[config.mk]
export PLATFORM = sky130hd
export DESIGN_NAME = tfie_top
export DESIGN_NICKNAME = d
export VERILOG_FILES = /design/src/hdl/tfie_pkg.sv /design/src/hdl/tfie_flag_if.sv /design/src/hdl/tfie_top.sv /design/src/hdl/tfie_flags.sv /design/src/hdl/tfie_counter.sv
export VERILOG_INCLUDE_DIRS = /design/src /design/src/hdl
export SDC_FILE = /design/constraint.sdc
export NUM_CORES = 1
export LEC_CHECK = 0
export BUFFER_PORTS_ARGS = -buffer_cell sky130_fd_sc_hd__clkbuf_2
export CORE_ASPECT_RATIO = 0.6
export CORE_MARGIN = 4
export CORE_UTILIZATION = 35
export CTS_BUF_LIST = sky130_fd_sc_hd__clkbuf_8
export CTS_CLUSTER_SIZE = 25
export DETAILED_ROUTE_END_ITERATION = 12
export GPL_TIMING_DRIVEN = 0
export PLACE_DENSITY = 0.64
export SLEW_MARGIN = 40
export SYNTH_ARGS = -nofsm -noshare
export SYNTH_HDL_FRONTEND = slang
export SYNTH_SLANG_ARGS = --single-unit
[constraint.sdc]
create_clock -name sys_clk_i -period 1.95 [get_ports sys_clk_i]
set_clock_uncertainty 0.15 [all_clocks]
set_input_delay 0.0975 -clock sys_clk_i [delete_from_list [all_inputs] [get_ports sys_clk_i]]
set_output_delay 0.0975 -clock sys_clk_i [all_outputs]
set_load 0.01 [all_outputs]
[src/hdl/tfie_map.svh]
// Register offsets, field positions, reset values of the timer flag block
`ifndef TFIE_MAP_SVH
`define TFIE_MAP_SVH

// ----------------------------------------------------------------
// Register offsets on the 8-bit peripheral bus
// ----------------------------------------------------------------
`define TFIE_OFF_IER 8'h00
`define TFIE_OFF_CSR 8'h01
`define TFIE_OFF_TCR 8'h02
`define TFIE_OFF_CNT_H 8'h03
`define TFIE_OFF_CNT_L 8'h04
`define TFIE_OFF_CMPA_H 8'h05
`define TFIE_OFF_CMPA_L 8'h06
`define TFIE_OFF_CMPB_H 8'h07
`define TFIE_OFF_CMPB_L 8'h08
`define TFIE_OFF_CAPA_H 8'h09
`define TFIE_OFF_CAPA_L 8'h0a
`define TFIE_OFF_CAPB_H 8'h0b
`define TFIE_OFF_CAPB_L 8'h0c
`define TFIE_OFF_CAPC_H 8'h0d
`define TFIE_OFF_CAPC_L 8'h0e
`define TFIE_OFF_CAPD_H 8'h0f
`define TFIE_OFF_CAPD_L 8'h10

// ----------------------------------------------------------------
// Field positions
// ----------------------------------------------------------------
`define TFIE_BIT_CAP_A 7
`define TFIE_BIT_CAP_B 6
`define TFIE_BIT_CAP_C 5
`define TFIE_BIT_CAP_D 4
`define TFIE_BIT_CMP_A 3
`define TFIE_BIT_CMP_B 2
`define TFIE_BIT_OVF 1
`define TFIE_BIT_CLR_A 0
`define TFIE_BIT_IER_FIXED 0
`define TFIE_BIT_BUF_A 3
`define TFIE_BIT_BUF_B 2

// ----------------------------------------------------------------
// Reset values, counter maximum and unmapped read value
// ----------------------------------------------------------------
`define TFIE_RST_IER 8'h01
`define TFIE_RST_CSR 8'h00
`define TFIE_RST_TCR 8'h00
`define TFIE_RST_CNT 16'h0000
`define TFIE_RST_CMP 16'hffff
`define TFIE_RST_CAP 16'h0000
`define TFIE_CNT_MAX 16'hffff
`define TFIE_RD_UNMAPPED 8'h00

`endif

[src/hdl/tfie_pkg.sv]
// Types and shared helper functions of the timer flag block
package tfie_pkg;

  // ----------------------------------------------------------------
  // Types
  // ----------------------------------------------------------------
  typedef logic [7:0] tfie_byte_t;
  typedef logic [15:0] tfie_word_t;
  typedef logic [7:1] tfie_flags_t;

  // ----------------------------------------------------------------
  // Functions
  // ----------------------------------------------------------------
  // Address decode, shared by all write selects and the status read select
  function automatic logic tfie_hit(input tfie_byte_t addr, input tfie_byte_t off);
    return addr == off;
  endfunction

  // Byte-lane update of a 16-bit register
  function automatic tfie_word_t tfie_merge(input tfie_word_t cur, input logic hi, input logic lo,
                                            input tfie_byte_t data);
    tfie_word_t res;
    res = cur;
    if (hi) begin
      res[15:8] = data;
    end
    if (lo) begin
      res[7:0] = data;
    end
    return res;
  endfunction

endpackage

[src/hdl/tfie_flag_if.sv]
// Interface between the top and the status flag register
`timescale 1ns/1ps
interface tfie_flag_if;
  tfie_pkg::tfie_flags_t set_evt;
  logic csr_rd;
  logic csr_wr;
  tfie_pkg::tfie_byte_t wdata;
  logic lp_entry;
  tfie_pkg::tfie_byte_t csr;

  modport owner (
    input set_evt,
    input csr_rd,
    input csr_wr,
    input wdata,
    input lp_entry,
    output csr
  );

  modport user (
    output set_evt,
    output csr_rd,
    output csr_wr,
    output wdata,
    output lp_entry,
    input csr
  );
endinterface

[src/hdl/tfie_top.sv]
// Timer flag and interrupt-enable block with counter, compare and capture registers
//
// Contract
// - Enable register loads 01 on reset, low power
// - Enable bits 7..4 gate capture A..D requests
// - Enable bits 3,2 gate compare A,B requests
// - Enable bit 1 gates overflow request
// - Enable bit 0 reads 1, writes ignored
// - Status register clears on reset, low power
// - Flags set by hardware only; 0 clears
// - Clear needs prior read of flag as 1
// - Capture A sets flag; buffered moves A to C
// - Capture B sets flag; buffered moves B to D
// - Capture C event sets flag, even when buffered
// - Capture D event sets flag, even when buffered
// - Compare A/B match sets its flag
// - Overflow flag set on wrap to zero
// - Status bit 0 selects clear on match A
// - Counter is 16-bit up-counter, CPU accessible
// - Capture C/D buffer A/B per enable bit
`timescale 1ns/1ps
`include "tfie_map.svh"
module tfie_top #(
  parameter int WIDTH = 16
) (
  input wire logic sys_clk_i,
  input wire logic rst_n_i,
  input wire logic lp_entry_i,
  input wire logic count_tick_i,
  input wire logic capture_a_i,
  input wire logic capture_b_i,
  input wire logic capture_c_i,
  input wire logic capture_d_i,
  input wire logic [7:0] bus_addr_i,
  input wire logic bus_wr_i,
  input wire logic bus_rd_i,
  input wire logic [7:0] bus_wdata_i,
  output logic [7:0] bus_rdata_o,
  output logic capture_a_irq_o,
  output logic capture_b_irq_o,
  output logic capture_c_irq_o,
  output logic capture_d_irq_o,
  output logic compare_a_irq_o,
  output logic compare_b_irq_o,
  output logic counter_overflow_irq_o
);

  // ----------------------------------------------------------------
  // Declarations
  // ----------------------------------------------------------------
  // Carrier of the status flag register
  tfie_flag_if fl ();

  // Software registers; enable bit 0 is not stored
  logic [7:1] timer_irq_enable;
  logic [7:0] timer_control;
  logic [WIDTH-1:0] compare_reg_a;
  logic [WIDTH-1:0] compare_reg_b;

  // Capture registers, loaded by events only
  logic [WIDTH-1:0] capture_reg_a;
  logic [WIDTH-1:0] capture_reg_b;
  logic [WIDTH-1:0] capture_reg_c;
  logic [WIDTH-1:0] capture_reg_d;

  // Counter and its event pulses
  logic [WIDTH-1:0] free_running_counter;
  logic match_a;
  logic match_b;
  logic overflow;

  // Decode and read path
  logic buffer_a_enable;
  logic buffer_b_enable;
  logic wr_ier;
  logic wr_tcr;
  logic [7:0] next_rdata;

  // ----------------------------------------------------------------
  // Write decode
  // ----------------------------------------------------------------
  // Single-cycle strobes; any unmapped address is ignored on write
  assign wr_ier = bus_wr_i && tfie_pkg::tfie_hit(bus_addr_i, `TFIE_OFF_IER);
  assign wr_tcr = bus_wr_i && tfie_pkg::tfie_hit(bus_addr_i, `TFIE_OFF_TCR);
  // Buffer enables are plain control bits; a change
  // takes effect at the next capture event and never
  // moves a stored value by itself
  assign buffer_a_enable = timer_control[`TFIE_BIT_BUF_A];
  assign buffer_b_enable = timer_control[`TFIE_BIT_BUF_B];

  // ----------------------------------------------------------------
  // Interrupt enable register
  // ----------------------------------------------------------------
  // Bit 0 is not stored at all; it is a constant 1 on read
  // Low-power entry rewrites the reset value
  // A write to bit 0 is lost here, not masked on read
  always_ff @(posedge sys_clk_i or negedge rst_n_i) begin
    if (!rst_n_i) begin
      timer_irq_enable <= 7'(`TFIE_RST_IER >> 1);
    end else if (lp_entry_i) begin
      timer_irq_enable <= 7'(`TFIE_RST_IER >> 1);
    end else if (wr_ier) begin
      timer_irq_enable <= bus_wdata_i[7:1];
    end
  end

  // ----------------------------------------------------------------
  // Timer control register (buffer enables live here)
  // ----------------------------------------------------------------
  // Edge and clock-select bits are kept for read-back
  // only; the logic using them sits outside this block
  // Bits 3 and 2 select buffering of capture A and B
  always_ff @(posedge sys_clk_i or negedge rst_n_i) begin
    if (!rst_n_i) begin
      timer_control <= `TFIE_RST_TCR;
    end else if (lp_entry_i) begin
      timer_control <= `TFIE_RST_TCR;
    end else if (wr_tcr) begin
      timer_control <= bus_wdata_i;
    end
  end

  // ----------------------------------------------------------------
  // Compare registers
  // ----------------------------------------------------------------
  // Byte writes go straight in; the high-byte staging path is not modelled
  // Write both bytes while the counter is stopped, or a
  // half-written value may match once by accident
  // Both registers reset to all ones
  always_ff @(posedge sys_clk_i or negedge rst_n_i) begin
    if (!rst_n_i) begin
      compare_reg_a <= `TFIE_RST_CMP;
      compare_reg_b <= `TFIE_RST_CMP;
    end else if (lp_entry_i) begin
      compare_reg_a <= `TFIE_RST_CMP;
      compare_reg_b <= `TFIE_RST_CMP;
    end else begin
      compare_reg_a <= tfie_pkg::tfie_merge(compare_reg_a,
        bus_wr_i && tfie_pkg::tfie_hit(bus_addr_i, `TFIE_OFF_CMPA_H),
        bus_wr_i && tfie_pkg::tfie_hit(bus_addr_i, `TFIE_OFF_CMPA_L), bus_wdata_i);
      compare_reg_b <= tfie_pkg::tfie_merge(compare_reg_b,
        bus_wr_i && tfie_pkg::tfie_hit(bus_addr_i, `TFIE_OFF_CMPB_H),
        bus_wr_i && tfie_pkg::tfie_hit(bus_addr_i, `TFIE_OFF_CMPB_L), bus_wdata_i);
    end
  end

  // ----------------------------------------------------------------
  // Counter with compare and overflow detection
  // ----------------------------------------------------------------
  // Match and overflow pulses leave one edge after the
  // tick; the flags take them one edge later still
  // Counter byte writes land directly, with no staging
  // Low-power entry also clears the counter inside
  tfie_counter #(
    .WIDTH(WIDTH)
  ) u_counter (
    .sys_clk_i(sys_clk_i),
    .rst_n_i(rst_n_i),
    .tick_i(count_tick_i),
    .lp_entry_i(lp_entry_i),
    .wr_hi_i(bus_wr_i && tfie_pkg::tfie_hit(bus_addr_i, `TFIE_OFF_CNT_H)),
    .wr_lo_i(bus_wr_i && tfie_pkg::tfie_hit(bus_addr_i, `TFIE_OFF_CNT_L)),
    .wdata_i(bus_wdata_i),
    .cmp_a_i(compare_reg_a),
    .cmp_b_i(compare_reg_b),
    .clear_on_match_a_i(fl.csr[`TFIE_BIT_CLR_A]),
    .count_o(free_running_counter),
    .match_a_o(match_a),
    .match_b_o(match_b),
    .overflow_o(overflow)
  );

  // ----------------------------------------------------------------
  // Capture registers A and C
  // ----------------------------------------------------------------
  // Counter is copied regardless of flag state; buffered mode shifts A into C
  // Unbuffered, C takes its own snapshot on its own event;
  // buffered, a C event only sets its flag, so it can
  // serve as an external interrupt source
  always_ff @(posedge sys_clk_i or negedge rst_n_i) begin
    if (!rst_n_i) begin
      capture_reg_a <= `TFIE_RST_CAP;
      capture_reg_c <= `TFIE_RST_CAP;
    end else if (lp_entry_i) begin
      capture_reg_a <= `TFIE_RST_CAP;
      capture_reg_c <= `TFIE_RST_CAP;
    end else begin
      if (capture_a_i) begin
        capture_reg_a <= free_running_counter;
      end
      if (buffer_a_enable) begin
        if (capture_a_i) begin
          capture_reg_c <= capture_reg_a;
        end
      end else if (capture_c_i) begin
        capture_reg_c <= free_running_counter;
      end
    end
  end

  // ----------------------------------------------------------------
  // Capture registers B and D
  // ----------------------------------------------------------------
  // Buffer for B is taken to be D, the pair partner of B
  // Same pattern as A and C, one pair further on
  // D follows B only while buffering B is on
  always_ff @(posedge sys_clk_i or negedge rst_n_i) begin
    if (!rst_n_i) begin
      capture_reg_b <= `TFIE_RST_CAP;
      capture_reg_d <= `TFIE_RST_CAP;
    end else if (lp_entry_i) begin
      capture_reg_b <= `TFIE_RST_CAP;
      capture_reg_d <= `TFIE_RST_CAP;
    end else begin
      if (capture_b_i) begin
        capture_reg_b <= free_running_counter;
      end
      if (buffer_b_enable) begin
        if (capture_b_i) begin
          capture_reg_d <= capture_reg_b;
        end
      end else if (capture_d_i) begin
        capture_reg_d <= free_running_counter;
      end
    end
  end

  // ----------------------------------------------------------------
  // Status flag register
  // ----------------------------------------------------------------
  // C and D events set their flags even in buffered mode, as external sources
  // Set events are one-cycle pulses
  // Low-power entry is passed on so flags and arm bits
  // clear in the same cycle
  assign fl.set_evt = {capture_a_i, capture_b_i, capture_c_i, capture_d_i,
                       match_a, match_b, overflow};
  assign fl.csr_rd = bus_rd_i && tfie_pkg::tfie_hit(bus_addr_i, `TFIE_OFF_CSR);
  assign fl.csr_wr = bus_wr_i && tfie_pkg::tfie_hit(bus_addr_i, `TFIE_OFF_CSR);
  assign fl.wdata = bus_wdata_i;
  assign fl.lp_entry = lp_entry_i;

  tfie_flags u_flags (
    .sys_clk_i(sys_clk_i),
    .rst_n_i(rst_n_i),
    .fl(fl)
  );

  // ----------------------------------------------------------------
  // Interrupt requests
  // ----------------------------------------------------------------
  // Level requests: flag AND enable, both from flip-flops
  // No extra stage: a request drops the cycle after
  // its flag is cleared or its enable written 0
  assign capture_a_irq_o = fl.csr[`TFIE_BIT_CAP_A] & timer_irq_enable[`TFIE_BIT_CAP_A];
  assign capture_b_irq_o = fl.csr[`TFIE_BIT_CAP_B] & timer_irq_enable[`TFIE_BIT_CAP_B];
  assign capture_c_irq_o = fl.csr[`TFIE_BIT_CAP_C] & timer_irq_enable[`TFIE_BIT_CAP_C];
  assign capture_d_irq_o = fl.csr[`TFIE_BIT_CAP_D] & timer_irq_enable[`TFIE_BIT_CAP_D];
  assign compare_a_irq_o = fl.csr[`TFIE_BIT_CMP_A] & timer_irq_enable[`TFIE_BIT_CMP_A];
  assign compare_b_irq_o = fl.csr[`TFIE_BIT_CMP_B] & timer_irq_enable[`TFIE_BIT_CMP_B];
  assign counter_overflow_irq_o = fl.csr[`TFIE_BIT_OVF] & timer_irq_enable[`TFIE_BIT_OVF];

  // ----------------------------------------------------------------
  // Read mux
  // ----------------------------------------------------------------
  // Unmapped addresses read as zero
  // Sixteen-bit registers read a byte at a time with no
  // staging; read high then low with the counter stopped
  // Every offset is decoded in full, so nothing aliases
  always_comb begin
    next_rdata = `TFIE_RD_UNMAPPED;
    unique case (bus_addr_i)
      `TFIE_OFF_IER: next_rdata = {timer_irq_enable, 1'b1};
      `TFIE_OFF_CSR: next_rdata = fl.csr;
      `TFIE_OFF_TCR: next_rdata = timer_control;
      `TFIE_OFF_CNT_H: next_rdata = free_running_counter[15:8];
      `TFIE_OFF_CNT_L: next_rdata = free_running_counter[7:0];
      `TFIE_OFF_CMPA_H: next_rdata = compare_reg_a[15:8];
      `TFIE_OFF_CMPA_L: next_rdata = compare_reg_a[7:0];
      `TFIE_OFF_CMPB_H: next_rdata = compare_reg_b[15:8];
      `TFIE_OFF_CMPB_L: next_rdata = compare_reg_b[7:0];
      `TFIE_OFF_CAPA_H: next_rdata = capture_reg_a[15:8];
      `TFIE_OFF_CAPA_L: next_rdata = capture_reg_a[7:0];
      `TFIE_OFF_CAPB_H: next_rdata = capture_reg_b[15:8];
      `TFIE_OFF_CAPB_L: next_rdata = capture_reg_b[7:0];
      `TFIE_OFF_CAPC_H: next_rdata = capture_reg_c[15:8];
      `TFIE_OFF_CAPC_L: next_rdata = capture_reg_c[7:0];
      `TFIE_OFF_CAPD_H: next_rdata = capture_reg_d[15:8];
      `TFIE_OFF_CAPD_L: next_rdata = capture_reg_d[7:0];
      default: next_rdata = `TFIE_RD_UNMAPPED;
    endcase
  end

  // Registered read data, updated only by a read strobe
  // Holding the last value lets a slow master take it late
  // A read of an unmapped offset still loads zero
  // Reset clears it so nothing unknown reaches the bus
  always_ff @(posedge sys_clk_i or negedge rst_n_i) begin
    if (!rst_n_i) begin
      bus_rdata_o <= 8'h00;
    end else if (bus_rd_i) begin
      bus_rdata_o <= next_rdata;
    end
  end

endmodule

[src/hdl/tfie_flags.sv]
// Control/status register: sticky event flags with read-then-write-0 clearing
`timescale 1ns/1ps
`include "tfie_map.svh"
module tfie_flags (
  input wire logic sys_clk_i,
  input wire logic rst_n_i,
  tfie_flag_if.owner fl
);

  tfie_pkg::tfie_flags_t flags;
  tfie_pkg::tfie_flags_t armed;
  logic clr_on_match;
  tfie_pkg::tfie_flags_t clr_req;

  // A clear needs a prior read of 1 and a written 0
  assign clr_req = armed & ~fl.wdata[7:1] & {7{fl.csr_wr}};

  // Sticky flags; hardware set beats a same-cycle clear
  always_ff @(posedge sys_clk_i or negedge rst_n_i) begin
    if (!rst_n_i) begin
      flags <= '0;
    end else if (fl.lp_entry) begin
      flags <= '0;
    end else begin
      flags <= fl.set_evt | (flags & ~clr_req);
    end
  end

  // Per-flag memory of having been read as 1
  always_ff @(posedge sys_clk_i or negedge rst_n_i) begin
    if (!rst_n_i) begin
      armed <= '0;
    end else if (fl.lp_entry) begin
      armed <= '0;
    end else if (fl.csr_rd) begin
      armed <= flags;
    end else if (fl.csr_wr) begin
      armed <= armed & ~clr_req;
    end
  end

  // Counter-clear select is a plain read/write bit
  always_ff @(posedge sys_clk_i or negedge rst_n_i) begin
    if (!rst_n_i) begin
      clr_on_match <= 1'b0;
    end else if (fl.lp_entry) begin
      clr_on_match <= 1'b0;
    end else if (fl.csr_wr) begin
      clr_on_match <= fl.wdata[`TFIE_BIT_CLR_A];
    end
  end

  assign fl.csr = {flags, clr_on_match};

endmodule

[src/hdl/tfie_counter.sv]
// Free-running 16-bit up-counter with two compare matches and overflow
`timescale 1ns/1ps
`include "tfie_map.svh"
module tfie_counter #(
  parameter int WIDTH = 16
) (
  input wire logic sys_clk_i,
  input wire logic rst_n_i,
  input wire logic tick_i,
  input wire logic lp_entry_i,
  input wire logic wr_hi_i,
  input wire logic wr_lo_i,
  input wire logic [7:0] wdata_i,
  input wire logic [WIDTH-1:0] cmp_a_i,
  input wire logic [WIDTH-1:0] cmp_b_i,
  input wire logic clear_on_match_a_i,
  output logic [WIDTH-1:0] count_o,
  output logic match_a_o,
  output logic match_b_o,
  output logic overflow_o
);

  logic [WIDTH-1:0] next_count;
  logic hit_a;
  logic hit_b;

  // Compare against the live count, so a match is seen once per visit
  assign hit_a = tick_i && (count_o == cmp_a_i);
  assign hit_b = tick_i && (count_o == cmp_b_i);

  // Next count: a match A clear overrides the plain increment
  always_comb begin
    next_count = count_o;
    if (tick_i) begin
      if (hit_a && clear_on_match_a_i) begin
        next_count = '0;
      end else begin
        next_count = count_o + WIDTH'(1);
      end
    end
  end

  // Counter register; software byte writes take priority over counting
  always_ff @(posedge sys_clk_i or negedge rst_n_i) begin
    if (!rst_n_i) begin
      count_o <= `TFIE_RST_CNT;
    end else if (lp_entry_i) begin
      count_o <= `TFIE_RST_CNT;
    end else if (wr_hi_i || wr_lo_i) begin
      count_o <= tfie_pkg::tfie_merge(count_o, wr_hi_i, wr_lo_i, wdata_i);
    end else begin
      count_o <= next_count;
    end
  end

  // Event pulses, registered on the same counting edge that caused them
  always_ff @(posedge sys_clk_i or negedge rst_n_i) begin
    if (!rst_n_i) begin
      match_a_o <= 1'b0;
      match_b_o <= 1'b0;
      overflow_o <= 1'b0;
    end else begin
      match_a_o <= hit_a && !lp_entry_i;
      match_b_o <= hit_b && !lp_entry_i;
      overflow_o <= tick_i && !lp_entry_i && !(hit_a && clear_on_match_a_i)
                    && (count_o == `TFIE_CNT_MAX) && !(wr_hi_i || wr_lo_i);
    end
  end

endmodule

==> reports/qor.yml <==
status: "finished with violations"
violations: "negative hold slack, negative setup slack"
gr-total-overflow: 0
path_clk_slew_ns: 0.09
post-route-drc-count: 0
p_leak_nw: 4.48
drv_cap: 0
final_common_cell: "mux2i_1"
start_util_pct: 35.6
grt_max_degree: 67
slowest_stage: "dfstp_2"
die_y_um: 132
synth_cells: 950
synthFlopType: "dfrtp_1"
dieArea_um2: 28400
ctsRootBufferMaster: "clkbuf_8"
layout-drive-gt1-share_pct: 24.5
antenna_found_initial: 0
coreArea_um2: 25300
gr-usage-met2_pct: 33.0
clkLatencyLatePin_ns: 0.52
synth_warnings: 0
die_w_um: 215
timing.rr.start: "compare_reg_a[10]"
grt_pass1_wl_um: 56100
met3_usage_pct: 17.0
r2r_cells: 8
finalSetupViolations: 22
r2r_end: "u_counter.count_o[6]"
worst_slack_ns: -0.265
slowest_delay_ns: 0.57
timing.critical_path.from_type: "flop"
cts_tree: "built"
first_pass_iters: 6
min_period_over_period_pct: 114
nets: 1055
path_max_fanout: 4
hold_path.class: "in -> reg"
holdCritStartpoint: "lp_entry_i"
ios: 41
wl_per_cell_um: 28.7
dp_slack_ns: -0.921
path_class: "reg -> reg"
final_cell_mix: "117 x mux2i_1, 113 x nor2_1, 112 x dfrtp_1"
rsz0062_at_grt: "yes"
synth_cell_types: 73
utilization_pct: 42.6
whs_ns: -0.0269
gp_congestion: 1.06
critPathBufInv: 3
htree_num_levels: 4
worst_pin_slew_ns: 0.878
fin_tns_setup_ns: -3.20
power_density_nw_per_um2: 637
syn_area_um2: 9010
antenna-diode-count: 0
grt_usage_pct: 27.0
syn_nets: 977
grt_busiest_layer: "met1"
worstPathRequired_ns: 2.25
max-slew-margin-rel_pct: 41.5
numPortBuffers: 31
end_kind: "flop"
grt_pass1_vias: 8047
clk_path_buf_depth: 2
peakVddDrop_uv: 451
numClockSinks: 153
hold_viol_final: 1
path_cells: "inv_1 > o2bb2ai_4 > a2111oi_4 > buf_4 > a31o_4 > buf_6 > or4_1 > nand2_1"
maxSlewViolCount: 0
postRouteAntennaNets: 0
via_count: 8424
fill_cells: 2491
critPathArrivalTime_ns: 2.52
syn_to_final_growth_pct: 19.7
cts_buffers: 17
dp_hpwl_um: 28200
min_path_cells: 4
first_iter_violations: 1226
use_met1_pct: 38.8
min_period_ns: 2.21
synth_edf_count: 0
via_per_inst: 6.15
avgSynthCellArea_um2: 9.48
ff2ff_setup_slack_ns: -0.26
fmax_mhz: 452
rows: 45
totalWireLength_um: 39300
path_delay_family: "simple AND/OR/NAND/NOR gates"
ys_seq_elements: 153
ys_seq_area_share_pct: 43.0
synthArstFlopShare_pct: 100
holdPathEnd: "u_counter.count_o[0]"
through the flow:
step | std cells | power (W) | area (µm²) | hold slack [ns]
2_1_floorplan | 950 | 0.00376 | 9040 | -0.348
4_1_cts | 1368 | 0.00682 | 10600 | -0.0532
5_1_grt | 1370 | 0.00706 | 10800 | 0.0191
3_5_place_dp | 1313 | 0.00415 | 9700 | -0.152
3_3_place_gp | 1310 | 0.00413 | 9610 | 0.229
6_report | 1370 | 0.00687 | 10800 | -0.0269
sequential cells by signal (all words and copies together) (netlist names):
name and count:
u_counter.overflow_o 1, capture_reg_c 16, timer_irq_enable 7, timer_control 8, u_flags.armed 7, compare_reg_a 16, capture_reg_b 16, u_flags.flags 7
u_flags.clr_on_match 1, capture_reg_a 16, capture_reg_d 16, bus_rdata_o 8, u_counter.match_a_o 1, u_counter.count_o 16, u_counter.match_b_o 1, compare_reg_b 16
logic make-up (layout without fill, tap and decap cells):
kind of cell	count (synthesis)	in the layout	synth area share, %
buffers and inverters	104	195	4.79
muxes	134	134	15.6
xor gates and xnor gates	29	29	2.82
adders and majority gates	1	1	0.139
and+or+nand+nor	324	324	17.2
AOI/OAI and AO/OA	205	205	16.5
DFF	153	153	43.0
power breakdown:
group	total (W)	internal, W	leakage (nW)	switching [W]
logic	0.000906	0.000281	2.30	0.000625
registers	0.00331	0.00324	1.98	0.0000746
clock network	0.00265	0.00122	0.206	0.00143
how the worst max path moves through the flow:
stage	cells past startpoint	endpoint	start	slack, ns
floorplan	7	u_counter.count_o[7]	compare_reg_a[9]	-0.009
global placement	1	u_counter.count_o[8]	rst_n_i	-2.17
detailed placement	8	bus_rdata_o[0]	bus_addr_i[0]	-0.92
CTS	8	u_counter.count_o[6]	compare_reg_a[4]	-0.27
global route	7	u_counter.count_o[6]	compare_reg_a[15]	-0.32
finish	8	u_counter.count_o[6]	compare_reg_a[10]	-0.26
synthesized netlist by cell type (all sizes together), types with 2 or more instances:
master | number | share of area (%)
a2111oi | 2 | 0.21
a211oi | 33 | 2.8
a21boi | 5 | 0.42
a21oi | 34 | 1.9
a221oi | 3 | 0.49
a222oi | 2 | 0.22
a22o | 9 | 0.88
a22oi | 20 | 1.7
a2bb2oi | 4 | 0.39
a311oi | 2 | 0.19
a31oi | 9 | 0.63
a32oi | 6 | 0.58
a41oi | 2 | 0.19
and2 | 14 | 0.97
and3 | 5 | 0.35
buf | 34 | 1.9
clkbuf | 56 | 2.3
dfrtp | 121 | 34
dfstp | 32 | 9.3
inv | 13 | 0.54
mux2 | 13 | 1.6
mux2i | 117 | 13
mux4 | 4 | 1.0
nand2 | 87 | 3.6
nand2b | 5 | 0.35
nand3 | 32 | 1.9
nand3b | 2 | 0.17
nand4 | 10 | 0.69
nor2 | 118 | 5.0
nor2b | 7 | 0.49
nor3 | 16 | 1.1
nor3b | 3 | 0.25
nor4 | 8 | 0.72
o2111ai | 6 | 0.58
o211ai | 18 | 1.6
o21ai | 20 | 1.1
o22ai | 4 | 0.28
o2bb2ai | 3 | 0.29
o31ai | 6 | 0.50
o32ai | 8 | 0.78
or3b | 7 | 0.68
or4 | 4 | 0.33
xnor2 | 17 | 1.7
xor2 | 12 | 1.2
layer usage:
layer  routed length (µm)  share of wire (%)  vias up
li1                     -                  -     3603
met1                17300                 44     4114
met2                14500                 37      625
met3                 6510                 17       80
met4                  865                2.2        2
met5                  100               0.25        -
worst reg2reg max path: cells and delay by family, from the launching register on:
family | cells | cell delay, ns
flops | 1 | 0.57
compound gates | 3 | 0.48
buf+inv | 3 | 0.37
simple gates | 2 | 0.59
layout make-up:
| type | count | area [µm²] | share of cell area [%] |
|---|---|---|---|
| buffer | 85 | 472 | 4.38 |
| multi-input combinational | 693 | 5040 | 46.7 |
| clock buffer | 19 | 262 | 2.43 |
| clock inverter | 13 | 144 | 1.33 |
| inverter | 14 | 52.6 | 0.487 |
| timing repair buffer | 64 | 523 | 4.85 |
| tap | 329 | 412 | 3.82 |
| sequential | 153 | 3880 | 36.0 |
timing repair:
action | in CTS | in global routing
endpoints found under the setup margin | 76 | 69
setup buffers | 10 | 6
pin swaps | 19 | 15
hold buffers | 16 | 0
endpoints found under the hold margin | 129 | 0
resized for setup | 67 | 57
(Power assumes the default switching activity.)
